===== src/include/swrc_defs.vh =====
// Constants for the sleep, wake and reset control block
`ifndef SWRC_DEFS_VH
`define SWRC_DEFS_VH
// Register byte addresses
`define SWRC_ADR_XCFG 4'h0
`define SWRC_ADR_STAT 4'h4
`define SWRC_ADR_CTRL 4'h8
`define SWRC_ADR_TMR 4'hc
// extra_config_register fields
`define SWRC_XCFG_WAKE_EN 0
`define SWRC_XCFG_BO_EN_N 1
`define SWRC_XCFG_BO_SEL3V 2
`define SWRC_XCFG_SL 3
`define SWRC_XCFG_SWDT 4
`define SWRC_XCFG_RST 8'h02
// Status fields
`define SWRC_STAT_PIN_CHANGE_WAKE_FLAG 0
`define SWRC_STAT_SLEEP 1
`define SWRC_STAT_CORE_RST 2
`define SWRC_STAT_WDT_ON 3
`define SWRC_STAT_BO_LVL 4
// Control register fields
`define SWRC_CTRL_SLEEP 0
`define SWRC_CTRL_PRESC 3:1
`define SWRC_CTRL_RST 4'h0
// Start-up times in microseconds and derived cycle counts at 200 MHz
`define SWRC_CLK_MHZ 200
`define SWRC_START_RC_US 1000
`define SWRC_START_STD_US 18000
`define SWRC_START_RC_CYC (`SWRC_START_RC_US * `SWRC_CLK_MHZ)
`define SWRC_START_STD_CYC (`SWRC_START_STD_US * `SWRC_CLK_MHZ)
// Glitch filter length in cycles
`define SWRC_FILT_CYC 3'h4
`endif


===== src/design/swrc_sync.v =====
// Two-flop synchroniser for one pin
`timescale 1ns/1ps
module swrc_sync
(
   // Clock and reset
   input wire clock_i,
   input wire rstn_i,
   // Pin in, synchronised level out
   input wire pin_i,
   output reg sync_o
);
   reg meta;

   always @(posedge clock_i or negedge rstn_i)
   begin
      if (!rstn_i)
      begin
         meta <= 1'b0;
         sync_o <= 1'b0;
      end
      else
      begin
         meta <= pin_i;
         sync_o <= meta;
      end
   end
endmodule // swrc_sync


===== src/design/swrc_filt.v =====
// Glitch filter: output follows input only after it stays stable
`timescale 1ns/1ps
`include "swrc_defs.vh"
module swrc_filt
#(
   parameter RST_VAL = 1'b0
)
(
   // Clock and reset
   input wire clock_i,
   input wire rstn_i,
   // Synchronised level in, filtered level out
   input wire in_i,
   output reg out_o
);
   reg [2:0] cnt;

   always @(posedge clock_i or negedge rstn_i)
   begin
      if (!rstn_i)
      begin
         cnt <= 3'h0;
         out_o <= RST_VAL;
      end
      else if (in_i == out_o)
      begin
         cnt <= 3'h0;
      end
      else if (cnt == `SWRC_FILT_CYC - 3'h1)
      begin
         cnt <= 3'h0;
         out_o <= in_i;
      end
      else
      begin
         cnt <= cnt + 3'h1;
      end
   end
endmodule // swrc_filt


===== src/design/swrc_top.v =====
// Sleep, wake and reset supervision with Wishbone register access
//
// Design decisions made here: the placing of the registers and the Wishbone interface to the registers.
`timescale 1ns/1ps
`include "swrc_defs.vh"
module swrc_top
#(
   parameter START_RC_CYC = `SWRC_START_RC_CYC,
   parameter START_STD_CYC = `SWRC_START_STD_CYC,
   parameter STACK_DEPTH = 4
)
(
   // Clock and power-on reset
   input wire clock_i,
   input wire rstn_i,
   // Wishbone slave
   input wire wb_cyc_i,
   input wire wb_stb_i,
   input wire wb_we_i,
   input wire [3:0] wb_adr_i,
   input wire [3:0] wb_sel_i,
   input wire [31:0] wb_dat_i,
   output reg [31:0] wb_dat_o,
   output reg wb_ack_o,
   // External pins
   input wire [3:0] wake_pin_i,
   input wire wake_slow_pin_i,
   input wire master_clear_n_i,
   input wire brownout_3v1_i,
   input wire brownout_2v2_i,
   // Configuration fuses
   input wire wdt_fuse_i,
   input wire osc_select_hi_i,
   input wire osc_select_lo_i,
   // Core call stack
   input wire stk_push_i,
   input wire stk_pop_i,
   input wire [8:0] stk_addr_i,
   output reg [8:0] stk_top_o,
   // Outputs to core, regulator and pin
   output reg core_reset_o,
   output reg wdt_enable_o,
   output reg fuse_sense_en_o,
   output reg core_low_v_o,
   output reg clock_output_pin_o
);
   localparam ST_RUN = 2'h0;
   localparam ST_SLEEP = 2'h1;
   localparam ST_HOLD = 2'h2;
   localparam ST_START = 2'h3;

   // Synchronised and filtered pins, brown-out inputs synchronised only
   wire [5:0] raw_pins;
   wire [5:0] sync_pins;
   wire [5:0] filt_pins;
   wire bo_3v1_s;
   wire bo_2v2_s;
   // Clear pin enters inverted so its synchroniser idles at its reset value
   assign raw_pins = {~master_clear_n_i, wake_slow_pin_i, wake_pin_i};

   genvar gi;
   generate
      for (gi = 0; gi < 6; gi = gi + 1)
      begin : g_pin
         swrc_sync u_sync
         (
            .clock_i(clock_i),
            .rstn_i(rstn_i),
            .pin_i(raw_pins[gi]),
            .sync_o(sync_pins[gi])
         );
         swrc_filt #(.RST_VAL(1'b0)) u_filt
         (
            .clock_i(clock_i),
            .rstn_i(rstn_i),
            .in_i(sync_pins[gi]),
            .out_o(filt_pins[gi])
         );
      end
   endgenerate

   swrc_sync u_bo3
   (
      .clock_i(clock_i),
      .rstn_i(rstn_i),
      .pin_i(brownout_3v1_i),
      .sync_o(bo_3v1_s)
   );
   swrc_sync u_bo2
   (
      .clock_i(clock_i),
      .rstn_i(rstn_i),
      .pin_i(brownout_2v2_i),
      .sync_o(bo_2v2_s)
   );

   // Registers
   reg [7:0] xcfg;
   reg [3:0] ctrl;
   reg [7:0] timer_zero;
   reg [9:0] presc;
   reg pin_change_wake_flag;
   reg [1:0] state;
   reg [4:0] wake_ref;
   reg wdt_latched;
   reg [31:0] start_cnt;
   reg [8:0] stack [0:STACK_DEPTH-1];
   reg [2:0] stk_cnt;

   wire wb_req = wb_cyc_i & wb_stb_i & ~wb_ack_o;
   wire wr_xcfg = wb_req & wb_we_i & wb_sel_i[0] & (wb_adr_i == `SWRC_ADR_XCFG);
   wire wr_ctrl = wb_req & wb_we_i & wb_sel_i[0] & (wb_adr_i == `SWRC_ADR_CTRL);
   wire wr_tmr = wb_req & wb_we_i & wb_sel_i[0] & (wb_adr_i == `SWRC_ADR_TMR);
   wire wr_stat = wb_req & wb_we_i & wb_sel_i[0] & (wb_adr_i == `SWRC_ADR_STAT);
   wire rc_mode = osc_select_hi_i & osc_select_lo_i;
   wire master_clear_n_act = filt_pins[5];
   // Trip select may only change while the detector is off
   wire bo_sel_locked = ~xcfg[`SWRC_XCFG_BO_EN_N];
   // Trip level selected by config bit, only when detector enabled
   wire bo_trip = ~xcfg[`SWRC_XCFG_BO_EN_N] &
      (xcfg[`SWRC_XCFG_BO_SEL3V] ? bo_2v2_s : bo_3v1_s);
   wire hold = master_clear_n_act | bo_trip;
   wire [4:0] wake_now = filt_pins[4:0];
   wire wake_hit = (state == ST_SLEEP) & xcfg[`SWRC_XCFG_WAKE_EN] &
      (wake_now != wake_ref);
   wire [31:0] start_len = rc_mode ? START_RC_CYC : START_STD_CYC;
   wire wdt_live = wdt_fuse_i | xcfg[`SWRC_XCFG_SWDT];

   // Prescaler tap: /4 at setting 0 up to /512 at setting 7
   wire [2:0] psel = ctrl[`SWRC_CTRL_PRESC];
   wire [9:0] tap_mask = (10'h004 << psel) - 10'h001;
   wire tmr_tick = (presc & tap_mask) == tap_mask;

   // Reset, sleep and start-up sequencing
   always @(posedge clock_i or negedge rstn_i)
   begin
      if (!rstn_i)
      begin
         state <= ST_HOLD;
         start_cnt <= 32'h0;
         wake_ref <= 5'h00;
         wdt_latched <= 1'b0;
         pin_change_wake_flag <= 1'b1;
         core_reset_o <= 1'b1;
         fuse_sense_en_o <= 1'b1;
         core_low_v_o <= 1'b0;
      end
      else
      begin
         case (state)
            ST_RUN:
            begin
               if (hold)
               begin
                  state <= ST_HOLD;
                  core_reset_o <= 1'b1;
               end
               else if (wr_ctrl & wb_dat_i[`SWRC_CTRL_SLEEP])
               begin
                  state <= ST_SLEEP;
                  wake_ref <= wake_now;
                  wdt_latched <= wdt_live;
                  fuse_sense_en_o <= 1'b0;
                  core_low_v_o <= xcfg[`SWRC_XCFG_SL];
               end
            end
            ST_SLEEP:
            begin
               if (hold | wake_hit)
               begin
                  state <= ST_HOLD;
                  core_reset_o <= 1'b1;
                  fuse_sense_en_o <= 1'b1;
                  core_low_v_o <= 1'b0;
                  if (wake_hit)
                  begin
                     pin_change_wake_flag <= 1'b0;
                  end
               end
            end
            ST_HOLD:
            begin
               if (!hold)
               begin
                  state <= ST_START;
                  start_cnt <= 32'h0;
               end
            end
            ST_START:
            begin
               if (hold)
               begin
                  state <= ST_HOLD;
               end
               else if (start_cnt >= start_len - 32'h1)
               begin
                  state <= ST_RUN;
                  core_reset_o <= 1'b0;
               end
               else
               begin
                  start_cnt <= start_cnt + 32'h1;
               end
            end
            default:
            begin
               state <= ST_HOLD;
            end
         endcase
         // Software sets the flag back by writing one to it, wake clear wins
         if (wr_stat & wb_dat_i[`SWRC_STAT_PIN_CHANGE_WAKE_FLAG] & ~wake_hit)
         begin
            pin_change_wake_flag <= 1'b1;
         end
      end
   end

   // Config, control, timer and clock output
   always @(posedge clock_i or negedge rstn_i)
   begin
      if (!rstn_i)
      begin
         xcfg <= `SWRC_XCFG_RST;
         ctrl <= `SWRC_CTRL_RST;
         timer_zero <= 8'h00;
         presc <= 10'h000;
         clock_output_pin_o <= 1'b0;
         wdt_enable_o <= 1'b0;
      end
      else
      begin
         if (wr_xcfg)
         begin
            xcfg <= wb_dat_i[7:0];
            if (bo_sel_locked)
            begin
               xcfg[`SWRC_XCFG_BO_SEL3V] <= xcfg[`SWRC_XCFG_BO_SEL3V];
            end
         end
         if (wr_ctrl)
         begin
            ctrl <= {wb_dat_i[3:1], 1'b0};
         end
         presc <= presc + 10'h001;
         if (wr_tmr)
         begin
            timer_zero <= wb_dat_i[7:0];
         end
         else if (tmr_tick)
         begin
            timer_zero <= timer_zero + 8'h01;
         end
         clock_output_pin_o <= rc_mode & timer_zero[0];
         wdt_enable_o <= (state == ST_SLEEP) ? wdt_latched : wdt_live;
      end
   end

   // Return-address stack, oldest entry lost on overflow
   integer si;
   always @(posedge clock_i or negedge rstn_i)
   begin
      if (!rstn_i)
      begin
         for (si = 0; si < STACK_DEPTH; si = si + 1)
         begin
            stack[si] <= 9'h000;
         end
         stk_cnt <= 3'h0;
         stk_top_o <= 9'h000;
      end
      else if (stk_push_i)
      begin
         for (si = STACK_DEPTH - 1; si > 0; si = si - 1)
         begin
            stack[si] <= stack[si-1];
         end
         stack[0] <= stk_addr_i;
         stk_top_o <= stk_addr_i;
         if (stk_cnt != STACK_DEPTH[2:0])
         begin
            stk_cnt <= stk_cnt + 3'h1;
         end
      end
      else if (stk_pop_i)
      begin
         // Popping an empty stack leaves the stale top in place
         if (stk_cnt != 3'h0)
         begin
            for (si = 0; si < STACK_DEPTH - 1; si = si + 1)
            begin
               stack[si] <= stack[si+1];
            end
            stk_top_o <= stack[1];
            stk_cnt <= stk_cnt - 3'h1;
         end
      end
   end

   // Wishbone read and ack
   always @(posedge clock_i or negedge rstn_i)
   begin
      if (!rstn_i)
      begin
         wb_ack_o <= 1'b0;
         wb_dat_o <= 32'h0;
      end
      else
      begin
         wb_ack_o <= wb_req;
         if (wb_req & ~wb_we_i)
         begin
            case (wb_adr_i)
               `SWRC_ADR_XCFG: wb_dat_o <= {24'h0, xcfg};
               `SWRC_ADR_STAT: wb_dat_o <= {27'h0, bo_trip, wdt_enable_o,
                  core_reset_o, state == ST_SLEEP, pin_change_wake_flag};
               `SWRC_ADR_CTRL: wb_dat_o <= {28'h0, ctrl};
               `SWRC_ADR_TMR: wb_dat_o <= {24'h0, timer_zero};
               default: wb_dat_o <= 32'h0;
            endcase
         end
      end
   end
endmodule // swrc_top


===== config.mk =====
export PLATFORM = sky130hd
export DESIGN_NAME = swrc_top
export DESIGN_NICKNAME = d
export VERILOG_FILES = /design/src/design/swrc_sync.v /design/src/design/swrc_filt.v /design/src/design/swrc_top.v
export VERILOG_INCLUDE_DIRS = /design/src /design/src/include
export SDC_FILE = /design/constraint.sdc
export NUM_CORES = 1
export LEC_CHECK = 0
export ABC_CLOCK_PERIOD_IN_PS = 5250
export BUFFER_PORTS_ARGS = -buffer_cell sky130_fd_sc_hd__buf_4
export CAP_MARGIN = 20
export CELL_PAD_IN_SITES_DETAIL_PLACEMENT = 0
export CELL_PAD_IN_SITES_GLOBAL_PLACEMENT = 1
export CORE_UTILIZATION = 40
export CTS_CLUSTER_SIZE = 10
export DETAILED_ROUTE_END_ITERATION = 7
export PLACE_DENSITY_LB_ADDON = 0.1
export SKIP_LAST_GASP = 1
export SYNTH_ARGS = -nofsm -noshare
export SYNTH_HDL_FRONTEND = slang
export SYNTH_SLANG_ARGS = --single-unit

===== constraint.sdc =====
create_clock -name clock_i -period 5.25 [get_ports clock_i]
set_input_delay 1.05 -clock clock_i [delete_from_list [all_inputs] [get_ports clock_i]]
set_output_delay 1.05 -clock clock_i [all_outputs]
set_load 0.02 [all_outputs]

==> results of run 1 <==
==> cells by family (layout without fill, tap and decap cells) <==
kind of cell    count (synthesis)  count (layout)  share of synthesized area, %
mux                            59              59                          8.43
compound gates                135             135                          11.3
buf+inv                        84             112                          5.93
fa+ha+maj                      12              12                          2.02
other cells                     1              24                        0.0480
simple gates                  267             267                          17.5
flops                         162             162                          52.0
xor+xnor                       25              25                          2.80
==> registers in the layout (all words and copies together) (netlist names), 2 cells and up <==
signal / cells
wake_ref: 5
g_pin.u_filt.cnt: 18
g_pin.u_sync.meta: 6
stack: 27
g_pin.u_filt.out_o: 6
wb_dat_o: 8
stk_top_o: 9
presc: 9
timer_zero: 8
g_pin.u_sync.sync_o: 6
state: 2
ctrl: 3
xcfg: 8
start_cnt: 32
stk_cnt: 3
==> worst reg2reg max path, delay by kind of cell, from the launching register on <==
family	cells	cell delay [ns]
AND/OR/NAND/NOR	2	1.33
flip-flops	1	0.41
AO/OA/AOI/OAI	2	0.34
multiplexers	1	0.29
==> per-stage QoR <==
step           setup WS [ns]  cells  util, %  cell area (sq um)
6_report                2.29   1056     47.2               8920
5_1_grt                 2.20   1056     47.2               8920
4_1_cts                 1.79   1054     47.0               8870
3_5_place_dp            1.33   1022     44.0               8310
3_3_place_gp            1.50   1022     44.0               8310
2_1_floorplan           2.31    768        -               7890
==> cell type report <==
| class | count | area (sq um) | share of cell area [%] |
|---|---|---|---|
| Clock buffer | 19 | 443 | 4.97 |
| Clock inverter | 13 | 116 | 1.30 |
| Inverter | 12 | 45.0 | 0.505 |
| Multi-Input combinational cell | 522 | 3380 | 37.9 |
| Sequential cell | 162 | 4060 | 45.5 |
| Tap cell | 260 | 325 | 3.65 |
| Timing Repair Buffer | 68 | 547 | 6.13 |
==> cells in the final DEF (no fill, tap or decap), types with 8 or more instances in the layout <==
master,Yosys,layout
dfrtp_1,157,157
nand2_1,90,90
buf_4,34,65
o21ai_0,43,43
mux2i_1,32,32
nor2_1,30,30
nor3_1,29,29
and3_1,27,27
a21oi_1,26,25
mux2_2,24,24
conb_1,1,24
nor2b_1,22,22
nand3_1,21,21
clkbuf_16,0,17
xnor2_1,14,14
xor2_1,11,11
inv_1,11,11
ha_1,11,11
a22o_1,9,9
a211o_1,9,9
nor3b_1,8,8
a31oi_1,8,8
==> cells in the mapped netlist (2+ instances only) <==
library cell | number | area (sq um)
buf_2 | 10 | 50.1
and4_1 | 4 | 35.0
nor4_1 | 5 | 31.3
o211ai_1 | 5 | 37.5
mux4_2 | 3 | 67.6
nor2_2 | 2 | 12.5
a2bb2oi_1 | 2 | 17.5
nor2b_1 | 22 | 138
a22oi_1 | 4 | 30.0
nand4_1 | 6 | 37.5
and2_1 | 5 | 31.3
nand2b_1 | 5 | 31.3
dfrtp_1 | 157 | 3930
nor2_1 | 30 | 113
clkbuf_1 | 24 | 90.1
nand3_1 | 21 | 105
a211o_1 | 9 | 78.8
a22o_1 | 9 | 78.8
ha_1 | 11 | 138
nand3b_1 | 2 | 15.0
nor3b_1 | 8 | 60.1
a21oi_1 | 26 | 130
mux2i_1 | 32 | 320
xor2_1 | 11 | 96.3
and3_1 | 27 | 169
a31o_2 | 2 | 17.5
a31oi_1 | 8 | 50.1
dfstp_2 | 5 | 131
mux2_2 | 24 | 270
inv_1 | 11 | 41.3
buf_4 | 34 | 255
a21boi_0 | 3 | 22.5
buf_1 | 3 | 11.3
nor3_1 | 29 | 145
or3_1 | 3 | 18.8
a221o_1 | 5 | 50.1
o21ai_0 | 43 | 215
nand2_1 | 90 | 338
xnor2_1 | 14 | 123
o31ai_1 | 2 | 15.0
o22ai_1 | 2 | 12.5
==> report_power, final <==
group          switching [mW]  internal, mW  total, mW
registers               0.293          1.54       1.83
logic                   0.477         0.420      0.897
clock network           0.555         0.635       1.19
total                    1.32          2.59       3.92
==> how the worst max path moves through the flow <==
stage	end	slack [ns]	cells past startpoint
3_3_place_gp	start_cnt[21]$_DFFE_PN0P_	1.50	10
5_1_grt	start_cnt[11]$_DFFE_PN0P_	2.20	11
4_1_cts	start_cnt[21]$_DFFE_PN0P_	1.79	10
6_report	start_cnt[11]$_DFFE_PN0P_	2.29	11
2_1_floorplan	start_cnt[12]$_DFFE_PN0P_	2.31	10
3_5_place_dp	start_cnt[21]$_DFFE_PN0P_	1.33	10
==> layer usage <==
layer | global-route usage, % | share of wire [%]
met3 | 3.98 | 3.6
met1 | 21.7 | 47
met2 | 26.9 | 49
met4 | 5.77 | 1.2
met5 | 0 | 0
==> results by group, run 1 <==
Status
  • Status: finished clean

Clock tree
  • Resized Gates After CTS: 0
  • Longest Clk Path Bufs: 2
  • Level count of the clock H-tree: 4
  • Post-CTS setup buffer count: 0
  • Clk sinks: 162
  • Clk_lat worst skew: 0.43 ns
  • Cts-stage hold buffer count: 0
  • CTS Buf Count: 17
  • CTS tree: done
  • Clock Root Buffer: clkbuf_16
  • Clock Pin Slew Worst Setup and Hold Paths: 0.07 ns

STA
  • Setup Total Neg Slack: 0 ns
  • FMAX: 0.338 GHz
  • Unrepaired setup endpoints after global routing: no
  • Min cycle time layout: 2.96 ns
  • Fin crit share: 56.3%
  • Final setup fails: 0
  • Final Slew Violations: 0
  • WHS: 0.349 ns
  • Clock Skews: 0.00970 ns
  • Final Hold Viols: 0
  • Max_slew headroom: 44.4%
  • Slew @ Worst Pin: 0.834 ns

Cells and area
  • Fillers: 1765
  • Antenna diode count: 0
  • Synthesis-to-finish area growth: 14.2%
  • Share of cells above drive strength 1: 18.0%
  • # nets final: 862

Critical path
  • Highest net fanout along the worst path: 37
  • Critical R2R Capture: start_cnt[21]$_DFFE_PN0P_
  • FF-to-FF setup slack: 2.74 ns
  • WP data required: 5.56 ns
  • CP Class: input pin to register
  • Crit path buffers/inverters: 3
  • Crit end category: register
  • Crit-path slowest cell: nor4_2
  • Worst R2R Start: xcfg[2]$_DFFE_PN0P_
  • CP Cell Sequence: buf_4, and2_4, inv_2, ha_1, nand2_1, nor4_2, o2111ai_1, o211a_1, buf_16, and4_1, a221o_1
  • Largest delay share family, worst path: simple AND/OR/NAND/NOR gates
  • Reg2reg path depth: 5
  • CP arrival: 3.27 ns
  • Crit-path max cell delay: 0.32 ns
  • Crit. Startpoint: osc_select_lo_i
  • Launching element type of the critical path: input pin

Detailed routing
  • Residual DRC: 0
  • Antenna Nets Post-Route: 0
  • Routed vias: 5466
  • DR iter-0 viols: 333
  • Wire length per cell: 14.9 um
  • Pre-antenna DRT Iters: 5
  • Number of vias per cell: 5.18
  • Final wirelength: 15700 um

Worst hold path
  • Hold Crit Start: g_pin[4].u_sync.meta$_DFF_PN0_
  • WHS Path Cells: 0
  • Hold Crit Class: register to register
  • Hold endpoint: g_pin[4].u_sync.sync_o$_DFF_PN0_

Die
  • Die area: 20100 sq um
  • Initial Utilization: 41.3%
  • I/O pin count: 114
  • Die Wd: 142 um
  • CORE AREA: 18900 sq um
  • Site row count: 50
  • DIE HEIGHT: 142 um

Synthesis
  • Distinct cell type count after synthesis: 68
  • Most used DFF post-synth: dfrtp_1
  • Average cell area after synthesis: 10.5 sq um
  • Post-Syn Area: 7810 sq um
  • Synth async-reset ratio: 100%
  • #FFs+latches synth: 162
  • Cells after synthesis: 745
  • Number of enable flip-flop cells after synthesis: 0
  • Total number of yosys warnings: 0
  • Register area share after synthesis: 52.0%

Power and ir drop
  • Final Power: 3.92 mW
  • Pleak: 4.19 nW
  • Maximum vdd drop: 0.000216 V
  • Pwr Density: 439 nW/um^2

Global route
  • Initial antenna violation count: 0
  • First-pass GRT wire length: 26100 um
  • Number of global-route vias before repair: 5237
  • Largest net degree at the start of global routing: 89
  • Gr ovfl total: 0
  • GRT Overall Usage: 16.6%

Flow run
  • Max Cap Viol: 0

Placed design
  • RD Place Congestion: 0.767
  • Post-DP HPWL: 10400 um
  • Port bufs: 62
No activity file was read; power rests on OpenSTA's default activity.
==> inputs of run 2 (changes only) <==
ABC_CLOCK_PERIOD_IN_PS = 2700   (was 5250)
clock period = 2.7 ns   (was 5.25 ns; I/O delays follow)
==> run 2 against run 1 <==
Clock power is 100% higher. Power is 98% higher. Core utilization is 0.76 points higher. Sequential power is 97% higher. Sequential share of layout area is 0.72 points lower. First-iteration DRC count is 22% lower. Cell count is 1.3% higher. Via count is 0.53% higher. Die area stayed put. Flip-flop and latch count stayed put. Global-route usage is 0.86 points higher.
==> results by group, run 2 (synthesized netlist as in run 1, its figures left out) <==
Status
  • Status: finished clean (unchanged)

Global route
  • First-pass GRT wire length: 27700 um (was 26100 um)
  • Number of global-route vias before repair: 5568 (was 5237)
  • GRT Overall Usage: 17.4% (was 16.6%)
  • Largest net degree at the start of global routing: 55 (was 89)
  • Initial antenna violation count: 0 (unchanged)
  • Gr ovfl total: 0 (unchanged)

Clock tree
  • Cts-stage hold buffer count: 0 (unchanged)
  • CTS tree: done (unchanged)
  • Clk sinks: 162 (unchanged)
  • Level count of the clock H-tree: 4 (unchanged)
  • Post-CTS setup buffer count: 0 (unchanged)
  • Clock Root Buffer: clkbuf_16 (unchanged)
  • Clock Pin Slew Worst Setup and Hold Paths: 0.07 ns (about the same)
  • CTS Buf Count: 17 (unchanged)
  • Resized Gates After CTS: 0 (unchanged)
  • Longest Clk Path Bufs: 2 (unchanged)
  • Clk_lat worst skew: 0.43 ns (about the same)

Detailed routing
  • Number of vias per cell: 5.14 (was 5.18)
  • DR iter-0 viols: 261 (was 333)
  • Pre-antenna DRT Iters: 4 (was 5)
  • Antenna Nets Post-Route: 0 (unchanged)
  • Final wirelength: 16300 um (was 15700 um)
  • Routed vias: 5495 (was 5466)
  • Residual DRC: 0 (unchanged)
  • Wire length per cell: 15.2 um (was 14.9 um)

Flow run
  • Max Cap Viol: 0 (unchanged)

Cells and area
  • Most common cell after layout, fill and taps aside: dfrtp_1 (unchanged)
  • Fin area: 9060 sq um (was 8920 sq um)
  • Footprint of the multi-input gates: 3380 sq um (unchanged)
  • Max reg flops: 32 (unchanged)
  • Register Area: 4060 sq um (unchanged)
  • Fin cells: 1070 (was 1056)
  • Largest register by flop count: start_cnt (unchanged)
  • Regs by FF count: start_cnt: 32 flops, stack: 27 flops, g_pin.u_filt.cnt: 18 flops (unchanged)
  • Fillers: 1781 (was 1765)
  • Antenna diode count: 0 (unchanged)
  • Synthesis-to-finish area growth: 16.1% (was 14.2%)
  • Share of cells above drive strength 1: 19.4% (was 18.0%)
  • # nets final: 876 (was 862)
  • Commonest non-fill, non-tap cells in the layout: dfrtp_1, nand2_1, buf_4 (unchanged)

STA
  • Slew @ Worst Pin: 0.599 ns (was 0.834 ns)
  • WHS: 0.0537 ns (was 0.349 ns)
  • Final worst slack: 0.331 ns (was 2.29 ns)
  • FMAX: 0.422 GHz
  • Final Slew Violations: 0 (unchanged)
  • Clock Skews: 0.0114 ns (was 0.00970 ns)
  • Max_slew headroom: 60.0% (was 44.4%)
  • Unrepaired setup endpoints after global routing: no (unchanged)
  • Min cycle time layout: 2.37 ns
  • Final setup fails: 0 (unchanged)
  • Final Hold Viols: 0 (unchanged)
  • Fin crit share: 87.7%

Critical path
  • Crit path buffers/inverters: 2 (was 3)
  • Crit-path max cell delay: 0.46 ns (was 0.32 ns)
  • Largest delay share family, worst path: compound AO/OA/AOI/OAI gates (was simple AND/OR/NAND/NOR gates)
  • CP arrival: 2.68 ns (was 3.27 ns)
  • CP Cell Sequence: ha_1, nand2_1, buf_4, nor4_4, o2111ai_1, o211a_1, buf_12, and3_1, a221o_1 (was buf_4, and2_4, inv_2, ha_1, nand2_1, nor4_2, o2111ai_1, o211a_1, buf_16, and4_1, a221o_1)
  • Crit-path slowest cell: dfrtp_1 (was nor4_2)
  • Highest net fanout along the worst path: 27 (was 37)
  • WP data required: 3.01 ns (was 5.56 ns)
  • Crit end category: register (unchanged)
  • Launching element type of the critical path: register (was input pin)
  • CP Class: register to register (was input pin to register)

Die
  • I/O pin count: 114 (unchanged)
  • Die area: 20100 sq um (unchanged)
  • Die Wd: 142 um (unchanged)
  • Initial Utilization: 41.3% (unchanged)
  • DIE HEIGHT: 142 um (unchanged)
  • Site row count: 50 (unchanged)
  • CORE AREA: 18900 sq um (unchanged)

Placed design
  • Port bufs: 62 (unchanged)
  • RD Place Congestion: 0.810 (was 0.767)
  • Placed Cells: 1038 (was 1022)
  • Post-DP HPWL: 11000 um (was 10400 um)
  • Place WS: -0.00161 ns (was 1.33 ns)
  • Dpl cell area: 8480 sq um (was 8310 sq um)

Worst hold path
  • Hold Crit Class: input pin to asynchronous set/reset pin (was register to register)

Power and ir drop
  • Pleak: 4.27 nW (was 4.19 nW)
  • Pwr Density: 858 nW/um^2 (was 439 nW/um^2)
  • Maximum vdd drop: 0.000425 V (was 0.000216 V)
==> run 2: cell count changes in the layout (fill, tap and decap cells not counted) <==
cell,previous run,this run
clkbuf_8,1,2
clkinv_2,0,1
buf_16,1,0
bufinv_16,0,1
inv_6,5,3
buf_4,65,77
clkinv_4,4,1
buf_12,1,4
clkinvlp_4,2,4
==> run 2: cell type report <==
type | instances | area share, %
sequential | 162 | 44.8
tap | 260 | 3.59
inverter | 12 | 0.497
timing repair buffer | 82 | 7.39
multi-input combinational | 522 | 37.3
clock inverter | 12 | 1.35
clock buffer | 20 | 5.04
==> run 2: worst paths after layout <==
check | cells past startpoint | from | end | slack, ns
worst max-delay path | 9 | start_cnt[16]$_DFFE_PN0P_ | start_cnt[19]$_DFFE_PN0P_ | 0.33
worst min-delay path | 1 | rstn_i | xcfg[6]$_DFFE_PN0P_ | 0.05
worst max register to register | 9 | start_cnt[16]$_DFFE_PN0P_ | start_cnt[19]$_DFFE_PN0P_ | 0.33
worst min register to register | 0 | g_pin[1].u_sync.meta$_DFF_PN0_ | g_pin[1].u_sync.sync_o$_DFF_PN0_ | 0.35
max in group asynchronous | 2 | rstn_i | g_pin[2].u_filt.cnt[0]$_DFF_PN0_ | 1.91
min in group clock_i | 1 | wake_slow_pin_i | g_pin[4].u_sync.meta$_DFF_PN0_ | 0.22
==> run 2: through the flow <==
| step | util, % | total power, mW | setup TNS, ns |
|---|---|---|---|
| after floorplan | - | 4.92 | 0 |
| after global placement | 44.9 | 5.31 | 0 |
| after detailed placement | 44.9 | 5.45 | -0.00161 |
| after CTS | 48.0 | 7.88 | 0 |
| after global routing | 48.0 | 8.27 | 0 |
| final | 48.0 | 7.78 | 0 |
==> run 2: routing by layer <==
metal	global-route usage, %	vias to the layer above	wire length, um
met2	29.0	80	7790
li1	-	2677	-
met3	3.48	20	484
met4	6.96	0	312
met5	0	-	0
met1	22.3	2718	7670
==> run 2: report_power, final <==
part	total, mW	internal (mW)	switching [mW]	leakage (nW)
combinational	1.78	0.861	0.919	1.90
sequential	3.61	3.00	0.612	2.09
clock	2.39	1.34	1.05	0.273
